`config.mk`:
```
export PLATFORM = sky130hd
export DESIGN_NAME = ivp_map
export DESIGN_NICKNAME = d
export VERILOG_FILES = /design/src/rtl/ivp_pkg.sv /design/src/rtl/ivp_arb_if.sv /design/src/rtl/ivp_arbiter.sv /design/src/rtl/ivp_map.sv
export VERILOG_INCLUDE_DIRS = /design/src /design/src/rtl
export SDC_FILE = /design/constraint.sdc
export NUM_CORES = 1
export LEC_CHECK = 0
export ABC_AREA = 1
export BUFFER_PORTS_ARGS = -buffer_cell sky130_fd_sc_hd__buf_2
export CAP_MARGIN = 20
export CORE_MARGIN = 2
export CORE_UTILIZATION = 51
export DETAILED_ROUTE_END_ITERATION = 8
export HOLD_SLACK_MARGIN = 0.03
export PLACE_DENSITY = 0.87
export SETUP_SLACK_MARGIN = 0.1
export SLEW_MARGIN = 40
export SYNTH_ARGS = -nofsm -noshare
export SYNTH_HDL_FRONTEND = slang
export SYNTH_SLANG_ARGS = --single-unit
```
`constraint.sdc`:
```
create_clock -name clk -period 16 [get_ports clk]
set_input_delay 2.4 -clock clk [delete_from_list [all_inputs] [get_ports clk]]
set_output_delay 2.4 -clock clk [all_outputs]
set_load 0.005 [all_outputs]
```
`src/rtl/ivp_defines.svh`:
```
// request numbers, vector layout and i/o gap ranges of the interrupt map
// assumes inclusion by bare name from every design file
`ifndef IVP_DEFINES_SVH
`define IVP_DEFINES_SVH
`define IVP_NUM_IRQ        24
`define IVP_LEVEL_W        2
`define IVP_LEVEL_RESET    2'h3
`define IVP_VEC_TOP        16'hfffa
`define IVP_IRQ_EXT0       5'h00
`define IVP_IRQ_UART_SIO   5'h04
`define IVP_IRQ_CT_LO      5'h05
`define IVP_IRQ_CT_HI      5'h06
`define IVP_IRQ_LIN_RX     5'h07
`define IVP_IRQ_LIN_TX     5'h08
`define IVP_IRQ_PPG8_HI    5'h0c
`define IVP_IRQ_PPG8_LO    5'h0d
`define IVP_IRQ_PPG16      5'h0f
`define IVP_IRQ_ADC        5'h12
`define IVP_IRQ_TIMEBASE   5'h13
`define IVP_IRQ_WATCH      5'h14
`define IVP_IRQ_FLASH      5'h17
`define IVP_GAP_COUNT      16
`define IVP_GAP_LO_LIST    {16'h004c, 16'h005b, 16'h0071, 16'h0075, 16'h007f, 16'h0f89, \
                            16'h0f97, 16'h0fa0, 16'h0fa6, 16'h0fb0, 16'h0fc0, 16'h0fc4, \
                            16'h0fe4, 16'h0fe8, 16'h0feb, 16'h0ff0}
`define IVP_GAP_HI_LIST    {16'h004f, 16'h006b, 16'h0071, 16'h0075, 16'h007f, 16'h0f91, \
                            16'h0f9b, 16'h0fa3, 16'h0fa9, 16'h0fbb, 16'h0fc2, 16'h0fe2, \
                            16'h0fe6, 16'h0fe9, 16'h0fed, 16'h0fff}
`endif

```
`src/rtl/ivp_pkg.sv`:
```
// types shared by the interrupt map and its arbiter
// assumes nothing beyond the defines header
`include "ivp_defines.svh"
package ivp_pkg;
  typedef logic [4:0]                ivp_irq_t;
  typedef logic [`IVP_LEVEL_W-1:0]   ivp_level_t;
  typedef logic [`IVP_NUM_IRQ-1:0]   ivp_req_t;
  typedef logic [15:0]               ivp_addr_t;
endpackage

```
`src/rtl/ivp_arb_if.sv`:
```
// carrier between the map and its arbiter: requests, levels and the winner
// assumes both ends on the same clock
`timescale 1ns/1ps
`include "ivp_defines.svh"
interface ivp_arb_if;
  ivp_pkg::ivp_req_t   req;
  ivp_pkg::ivp_level_t level [`IVP_NUM_IRQ];
  logic                found;
  ivp_pkg::ivp_irq_t   num;
  ivp_pkg::ivp_level_t win_level;
  modport map (output req, output level, input found, input num, input win_level);
  modport arb (input req, input level, output found, output num, output win_level);
endinterface

```
`src/rtl/ivp_arbiter.sv`:
```
// combinational choice of the request to serve among those pending
// assumes requests and levels come from logic on the same clock
`timescale 1ns/1ps
`include "ivp_defines.svh"
module ivp_arbiter (
  ivp_arb_if.arb arb
);
  // level then number
  // strict compare keeps the earlier, lower-numbered request on a tie
  always_comb begin
    arb.found     = 1'b0;
    arb.num       = 5'h00;
    arb.win_level = `IVP_LEVEL_RESET;
    for (int n = 0; n < `IVP_NUM_IRQ; n++) begin
      if (arb.req[n] && (!arb.found || arb.level[n] < arb.win_level)) begin
        arb.found     = 1'b1;
        arb.num       = ivp_pkg::ivp_irq_t'(n);
        arb.win_level = arb.level[n];
      end
    end
  end
endmodule

```
`src/rtl/ivp_map.sv`:
```
// interrupt source map: peripheral events to numbered requests, vectors, levels
// also flags i/o accesses that fall in unimplemented gaps of the register map
// assumes source lines and level fields come from logic on clk; levels held elsewhere
//
// Overview of operation
// - compound timer lower half raises request 5, vector FFF0, level field 5.
// - compound timer upper half raises request 6, vector FFEE, level field 6.
// - pulse generator upper part raises request 12, vector FFE2, level field 12.
// - pulse generator lower part raises request 13, vector FFE0, level field 13.
// - two-bit level per request; ties go to the lowest request number.
// - reads of unimplemented i/o addresses return an undefined value.
`timescale 1ns/1ps
`include "ivp_defines.svh"
module ivp_map (
  input  wire logic                  clk,
  input  wire logic                  sys_rst,
  input  wire logic [7:0]            ext_int,
  input  wire logic                  uart_sio_int,
  input  wire logic                  ct_lo_int,
  input  wire logic                  ct_hi_int,
  input  wire logic                  lin_rx_int,
  input  wire logic                  lin_tx_int,
  input  wire logic                  ppg8_hi_int,
  input  wire logic                  ppg8_lo_int,
  input  wire logic                  ppg16_int,
  input  wire logic                  adc_int,
  input  wire logic                  timebase_int,
  input  wire logic                  watch_int,
  input  wire logic                  flash_int,
  input  wire logic [47:0]           level_fields,
  input  wire logic [15:0]           io_addr,
  input  wire logic                  io_rd,
  input  wire logic                  io_wr,
  input  wire logic [7:0]            io_wdata,
  output logic                       irq_valid,
  output ivp_pkg::ivp_irq_t          irq_num,
  output ivp_pkg::ivp_level_t        irq_level,
  output ivp_pkg::ivp_addr_t         irq_vector,
  output ivp_pkg::ivp_req_t          irq_pending,
  output logic                       io_gap_hit,
  output logic [7:0]                 io_gap_rdata,
  output logic                       io_gap_wr_err
);
  // arbitration is combinational; the registers below give the one-cycle answer
  ivp_arb_if arb_if ();

  ivp_arbiter u_arb (
    .arb (arb_if.arb)
  );

  logic                  irq_valid_reg;
  ivp_pkg::ivp_irq_t     irq_num_reg;
  ivp_pkg::ivp_level_t   irq_level_reg;
  ivp_pkg::ivp_addr_t    irq_vector_reg;
  ivp_pkg::ivp_req_t     irq_pending_reg;
  logic                  io_gap_hit_reg;
  logic [7:0]            io_gap_rdata_reg;
  logic                  io_gap_wr_err_reg;
  logic [7:0]            bus_hold_reg;
  ivp_pkg::ivp_req_t     req_next;
  logic                  gap_now;
  ivp_pkg::ivp_addr_t    irq_vector_next;
  logic                  gap_rd_next;
  logic                  gap_wr_next;

  // upper vector byte address: two bytes per request counting down
  function automatic ivp_pkg::ivp_addr_t vec_of(input ivp_pkg::ivp_irq_t n);
    vec_of = `IVP_VEC_TOP - {10'h000, n, 1'b0};
  endfunction

  // gap ranges are inclusive at both ends
  function automatic logic in_gap(input ivp_pkg::ivp_addr_t a);
    logic [16*`IVP_GAP_COUNT-1:0] lo;
    logic [16*`IVP_GAP_COUNT-1:0] hi;
    lo = `IVP_GAP_LO_LIST;
    hi = `IVP_GAP_HI_LIST;
    in_gap = 1'b0;
    for (int g = 0; g < `IVP_GAP_COUNT; g++) begin
      if (a >= lo[16*g +: 16] && a <= hi[16*g +: 16]) begin
        in_gap = 1'b1;
      end
    end
  endfunction

  always_comb begin
    req_next = '0;
    // external channels n and n+4 share request n
    for (int n = 0; n < 4; n++) begin
      req_next[`IVP_IRQ_EXT0 + n] = ext_int[n] | ext_int[n+4];
    end
    req_next[`IVP_IRQ_UART_SIO] = uart_sio_int;
    req_next[`IVP_IRQ_LIN_RX]   = lin_rx_int;
    req_next[`IVP_IRQ_LIN_TX]   = lin_tx_int;
    req_next[`IVP_IRQ_CT_LO]    = ct_lo_int;
    req_next[`IVP_IRQ_CT_HI]    = ct_hi_int;
    req_next[`IVP_IRQ_PPG8_HI]  = ppg8_hi_int;
    req_next[`IVP_IRQ_PPG8_LO]  = ppg8_lo_int;
    req_next[`IVP_IRQ_PPG16]    = ppg16_int;
    req_next[`IVP_IRQ_ADC]      = adc_int;
    req_next[`IVP_IRQ_TIMEBASE] = timebase_int;
    req_next[`IVP_IRQ_WATCH]    = watch_int;
    req_next[`IVP_IRQ_FLASH]    = flash_int;
  end

  // sources are levels, not latched: a source must hold its line until served
  assign arb_if.req = req_next;

  // unused numbers pass their fields too; their sources are tied low
  // one level field per request
  always_comb begin
    for (int n = 0; n < `IVP_NUM_IRQ; n++) begin
      arb_if.level[n] = level_fields[2*n +: 2];
    end
  end

  always_ff @(posedge clk) begin
    if (sys_rst) begin
      irq_pending_reg <= '0;
    end else begin
      irq_pending_reg <= req_next;
    end
  end

  always_ff @(posedge clk) begin
    if (sys_rst) begin
      irq_valid_reg <= 1'b0;
    end else begin
      irq_valid_reg <= arb_if.found;
    end
  end

  always_ff @(posedge clk) begin
    if (sys_rst) begin
      irq_num_reg <= 5'h00;
    end else begin
      irq_num_reg <= arb_if.num;
    end
  end

  // level of the winner
  // reset shows the lowest priority so nothing looks urgent out of reset
  always_ff @(posedge clk) begin
    if (sys_rst) begin
      irq_level_reg <= `IVP_LEVEL_RESET;
    end else begin
      irq_level_reg <= arb_if.win_level;
    end
  end

  // vector word from the winner's number
  assign irq_vector_next = vec_of(arb_if.num);

  // with no winner it still names request 0; read it only with irq_valid
  always_ff @(posedge clk) begin
    if (sys_rst) begin
      irq_vector_reg <= `IVP_VEC_TOP;
    end else begin
      irq_vector_reg <= irq_vector_next;
    end
  end

  // decoded every cycle; only a strobe makes it count
  assign gap_now = in_gap(io_addr);

  // last data written on the bus; a gap read echoes it, so software gets no promise
  always_ff @(posedge clk) begin
    if (sys_rst) begin
      bus_hold_reg <= 8'h00;
    end else if (io_wr) begin
      bus_hold_reg <= io_wdata;
    end
  end

  assign gap_rd_next = io_rd & gap_now;
  assign gap_wr_next = io_wr & gap_now;

  always_ff @(posedge clk) begin
    if (sys_rst) begin
      io_gap_hit_reg <= 1'b0;
    end else begin
      io_gap_hit_reg <= gap_rd_next | gap_wr_next;
    end
  end

  always_ff @(posedge clk) begin
    if (sys_rst) begin
      io_gap_rdata_reg <= 8'h00;
    end else begin
      io_gap_rdata_reg <= gap_rd_next ? bus_hold_reg : 8'h00;
    end
  end

  // gap writes flagged
  // the write itself lands nowhere; the flag only exposes a broken bus side
  always_ff @(posedge clk) begin
    if (sys_rst) begin
      io_gap_wr_err_reg <= 1'b0;
    end else begin
      io_gap_wr_err_reg <= gap_wr_next;
    end
  end

  assign irq_valid     = irq_valid_reg;
  assign irq_num       = irq_num_reg;
  assign irq_level     = irq_level_reg;
  assign irq_vector    = irq_vector_reg;
  assign irq_pending   = irq_pending_reg;
  assign io_gap_hit    = io_gap_hit_reg;
  assign io_gap_rdata  = io_gap_rdata_reg;
  assign io_gap_wr_err = io_gap_wr_err_reg;
endmodule

```
# == Word level (Yosys, flattened, before mapping) ==
# Index checks and enable logic that the tools add are counted.
# word_totals
wordCells,191
regBits,66
rom_bits,0
latch_bits,0
inputBits,96
memories,0
ramBits,0
out_inout_bits,58
# op_classes
muxes,63
add_sub_neg,1
magnitude_cmp,47
div,0
shifts,0
reduce_logical,62
eq_ne,0
multipliers,0
n_bitwise,8
# ops
op,count
"greater-or-equal comparator 16 x 12 -> 1 bit, second input constant",11
"<= comparator 16 x 12 -> 1 bit, second input constant",11
"greater-or-equal comparator 16 x 7 -> 1 bit, second input constant",5
"<= comparator 16 x 7 -> 1 bit, second input constant",5
two-way mux 2 bit,18
two-way mux 1 bit,33
logical AND 1 bit,31
less-than comparator 2 bit,15
two-way mux 5 bit,4
two-way mux 4 bit,4
zero test 1 bit,15
logical OR 1 bit,15
two-way mux 3 bit,4
"subtractor 4 x 7 -> 8 bit, first input constant",1
OR 1 bit,5
AND 1 bit,2
OR reduction 2 bit,1
NOT 1 bit,1

# == Logic depth before layout (Yosys ltp) ==
# logic_depth
ltp_word,63
depth_mapped,95
mapped_depth_nobuf,95

# == Hierarchy ==
# Synthesis repeated with hierarchy kept, for this count alone.
# unflattened
cells_unflattened,811
hier_area_um2,4311.6
# modules_own_cells
mod,seq_area_each_um2,area_each_um2,cells_each,n_inst
ivp_map,940.9,2288.4,349,1
ivp_arbiter,0.0,2023.2,462,1

# == Worst setup path after synthesis ==
# No wires, ideal clock.
# synth_timing
kind,input to register
from,input ext_int[4]
to,register irq_vector_reg[4] (netlist: irq_vector[4])
arrival_ns,9.236
n_path_buf,0
setup_time_ns,0.131
stages,90
required_time_ns,15.869
slack_ns,6.633
path_cell_list,nor2_1 -> o22ai_1 -> a21oi_1 -> nand2_1 -> nand2_2 -> nand2_2 -> nand2_1 -> nand2_1 -> nor2_1 -> nand2_1 -> nand2_2 -> nand2_2 -> nand2_1 -> nand2_1 -> nor2_1 -> nand2_1 -> nand2_2 -> nand2_2 -> (+54 left out) -> o21ai_0 -> ha_1 -> nand2_1 -> nand2_1 -> nand2_2 -> nand2_2 -> inv_1 -> nand2_1 -> o21a_1 -> ha_1 -> nand2_1 -> nand2_1 -> nand2_2 -> a21boi_0 -> inv_1 -> ha_1 -> nand3_1 -> nand3_1
# synth_between
elab_chain_cells,63
elab_cells_between_ends,107
cone_classes,1 x add/sub; 15 x order compare; 45 x mux; 1 x bitwise; 45 x reduce/logical
# synth_lines
element,line,source
start: declaration,ivp_map.sv:17,"input wire logic [7:0] ext_int,"
OR 1 bit (*),ivp_map.sv:89,req_next[`IVP_IRQ_EXT0 + n] = ext_int[n] | ext_int[n+4];
two-way mux 2 bit / two-way mux 1 bit (equally long branches),ivp_arbiter.sv:15,if (arb.req[n] && (!arb.found || arb.level[n] < arb.win_level)) begin
less-than comparator 2 bit / zero test 1 bit (equally long branches),ivp_arbiter.sv:15,
logical OR 1 bit,ivp_arbiter.sv:15,
logical AND 1 bit,ivp_arbiter.sv:15,
two-way mux 2 bit / two-way mux 1 bit (equally long branches),ivp_arbiter.sv:15,
less-than comparator 2 bit / zero test 1 bit (equally long branches),ivp_arbiter.sv:15,
logical OR 1 bit,ivp_arbiter.sv:15,
(+48 left out),n/a,
logical AND 1 bit,ivp_arbiter.sv:15,
two-way mux 2 bit / two-way mux 1 bit (equally long branches),ivp_arbiter.sv:15,
less-than comparator 2 bit / zero test 1 bit (equally long branches),n/a,
logical OR 1 bit,ivp_arbiter.sv:15,
logical AND 1 bit,ivp_arbiter.sv:15,
two-way mux 5 bit (*),ivp_arbiter.sv:15,
net arb_if.num[1],ivp_arb_if.sv:9,ivp_pkg::ivp_irq_t num;
subtractor 4 x 7 -> 8 bit (no source line) (*),n/a,
end signal: assignment,ivp_map.sv:156,irq_vector_reg <= `IVP_VEC_TOP;
end signal: assignment,ivp_map.sv:158,irq_vector_reg <= irq_vector_next;
end: declaration,ivp_map.sv:54,ivp_pkg::ivp_addr_t irq_vector_reg;
# The timed path passes the listed nets; every way through them passes the cells marked *.
# A chain may end at the register's enable or synchronous reset.

# == Worst setup path in the final report ==
# Same ends and word-level chain as after synthesis.

==> impl_results.md <==
* Status: complete, no violations
* Peak supply drop at 59.3 uV
* Internal at 0.237 mW
* Top area cells in the synthesized netlist: dfxtp_1 29%, nand2_1 15%, inv_1 13%
* Mapped cell area at 0.00323 mm2
* Num ports at 154
* Placed Cells at 729
* Slew margin rel. at 55.4%
* Root Driver: clkbuf_8
* # setup viols final at 0
* Fillers at 549
* Die Y at 83.5 um
* Met3 Use GR at 5.34%
* Drt first pass iters at 5
* Worst R2R End: bus_hold_reg[0]
* Sequential area share after synthesis at 29.2%
* Synth Instances at 541
* CTS buffer count at 5
* Clk buf depth at 2
* Startpoint Class: input pin
* Mux contribution to synthesized area at 0%
* Max FFs per register at 16
* Grt peak-use layer: met2
* Gr usage total at 23.4%
* Clk_lat worst skew at 0.30 ns
* Commonest cells in the netlist: 126 x nand2_1, 108 x inv_1, 73 x nor2_1, 52 x nand3_1, 47 x dfxtp_1
* Sw Pwr at 0.147 mW
* # Post-CTS Setup Buffers at 0
* Combinational family with the most area after synthesis: simple AND/OR/NAND/NOR gates
* Worst-path clk slew at 0.09 ns
* Total die area at 0.00698 mm2
* Gr ovfl total at 0
* RSZ-0062 raised after global routing: no
* R2R Setup Slk at 15.43 ns
* Sink Count at 47
* Initial Util at 53.6%
* P_leak at 2.29 nW
* Fin Hold WS at 0.438 ns
* Req. time, crit path at 16.18 ns
* Fin. max-slew vios at 0
* Rows at 28
* Crit path launch: ext_int[4]
* WS Path Type: input pin to register
* Worst Path Arrival at 10.51 ns
* CP Max Fanout at 6
* Critical Path Most Common Cell: nand2_1
* GR Util met2 at 43.3%
* Crit path max-delay family: simple AND/OR/NAND/NOR gates
* Synth Area in XOR/XNOR at 0%
* Pwr per Cell Area at 97.3 mW/mm2
* Fin crit period at 10.33 ns
* Crit-path max cell delay at 0.28 ns
* Final antenna-violating net count at 0
* Vias in the first global route at 3,296
* Final estimated routing congestion in global placement at 0.935
* Placed cell area at 0.00382 mm2
* DR vias at 3,613
* Drt wl/cell at 11.2 um
* Layout area overhead at 22.1%
* Diode count at 0
* CP Capture Type: register
* Post-synthesis adder-cell area fraction at 1.16%
* Sw frac at 38.3%
* Final worst slack at 5.67 ns
* Finished Layout Cells at 737
* Post-DP HPWL at 6750 um
* DR iter-0 viols at 187
* Clk network pwr share at 23.9%
* Synth unique cells at 34
* Port Buf Inserts at 119
* # H-tree levels at 2
* WL final at 8280 um
* Simple-Gate Fraction of Synth Area at 40.0%
* Final hold violations at 0
* Crit share post-route at 64.5%
* Setup Skew at 0.00138 ns
* DRC violations left at 0
* Crit path max-delay cell type: ha_1
* Synth area leader: dfxtp_1
* Synth Register Bits at 47
* Seq pwr share at 34.8%
* Compound-Gate Fraction of Synth Area at 12.0%
* Hold_buf cts at 0
* Die Wd at 83.5 um
* Pin count of the biggest net entering global routing at 24
* Cts repair resizes at 0
* Initial antenna violation count at 0
* Most numerous cell in the Yosys netlist: nand2_1
* Post-layout instance area at 0.00394 mm2
* Max Cap Viol at 0
* First-pass GRT wire length at 13,900 um
* Achievable Freq at 96.8 MHz
* Met1 Use GR at 27.6%
* CP Capture Point: irq_vector[4]
* Setup WS pre-CTS at 5.44 ns
* Via density at 4.90
* Core area at 0.00603 mm2
* Setup TNS at 0 ns
* Asr flop ratio synth at 0%
* Fin nets at 760
* Post-synth top area share at 29.2%
* Synthesis Warnings at 0
* Reg2Reg Depth at 2
* Post-synth top flop: dfxtp_1
* Crit path depth at 91
* Mean Syn Cell Area at 5.96 um2
* Min-delay worst type: register to register
* Layout cell share with drive strength beyond 1 at 24.3%
* Combinational Power Share at 41.3%
* WP buf/inv at 3
* Worst slew pin tran at 0.662 ns
* CTS tree: done
* Reg-to-reg critical path startpoint: bus_hold_reg[0]
* EDFF count, synth at 0
[power groups by stage]
stage               sequential, mW  clock [mW]  combinational, mW
global placement             0.136           0              0.151
detailed placement           0.136           0              0.157
CTS                          0.134      0.0936              0.158
finish                       0.133      0.0916              0.158
floorplan                    0.138           0              0.111
global route                 0.135      0.0990              0.182
[placed cells by master (no fill, tap or decap), types with 2 or more instances in the layout]
| cell | instances |
|---|---|
| nand2_2 | 29 |
| a21boi_0 | 3 |
| conb_1 | 19 |
| a32o_1 | 3 |
| inv_1 | 108 |
| dfxtp_1 | 47 |
| o22ai_1 | 2 |
| nor4_1 | 3 |
| nand4_1 | 3 |
| a21oi_1 | 20 |
| o21ai_0 | 20 |
| ha_1 | 3 |
| clkbuf_8 | 5 |
| nand3_1 | 52 |
| nand2_1 | 126 |
| buf_2 | 119 |
| nor3_1 | 6 |
| o211ai_1 | 2 |
| o311ai_0 | 2 |
| nor2_1 | 73 |
[worst reg2reg max path, delay by kind of cell (launching register included)]
kind                   cells  cell delay (ns)
DFF                        1             0.33
buffers and inverters      1             0.05
AOI/OAI and AO/OA          1             0.13
[kinds of logic after synthesis]
logic type,after synthesis
and+or+nand+nor,296
other,2
adders and majority gates,3
buffers and inverters,131
DFF,47
AOI/OAI and AO/OA,62
[per-stage QoR]
step / utilization, % / power (mW)
after detailed placement: 63.4 / 0.293
after global routing: 65.4 / 0.416
after global placement: 63.4 / 0.287
after floorplan: - / 0.249
after CTS: 65.4 / 0.385
final: 65.4 / 0.383
[per-layer routing]
metal  vias to the layer above  part of all wire [%]  routed length [um]
li1                       1882                     -                   -
met1                      1551                    43                3550
met2                       163                    47                3930
met3                        17                   8.0                 664
met4                         0                   1.5                 127
met5                         -                     0                   0
[area by class of cell]
class	count	area, um2	share of cell area (%)
clock buffer	5	68.8	1.75
clock inverter	3	47.5	1.21
inverter	108	405	10.3
multi-input combinational	380	1790	45.4
sequential	47	941	23.9
tap	75	93.8	2.38
timing repair buffer	119	596	15.1
[how the worst min path moves through the flow]
stage	slack, ns	end	start	depth (start not counted)
after floorplan	0.42	io_gap_rdata[0]	bus_hold_reg[0]	2
after global placement	0.42	io_gap_rdata[2]	bus_hold_reg[2]	2
after detailed placement	0.43	io_gap_rdata[1]	bus_hold_reg[1]	2
after CTS	0.44	io_gap_rdata[4]	bus_hold_reg[4]	2
after global routing	0.46	io_gap_rdata[1]	bus_hold_reg[1]	2
final	0.44	io_gap_rdata[1]	bus_hold_reg[1]	2
Power figures use the tool's default switching activity.
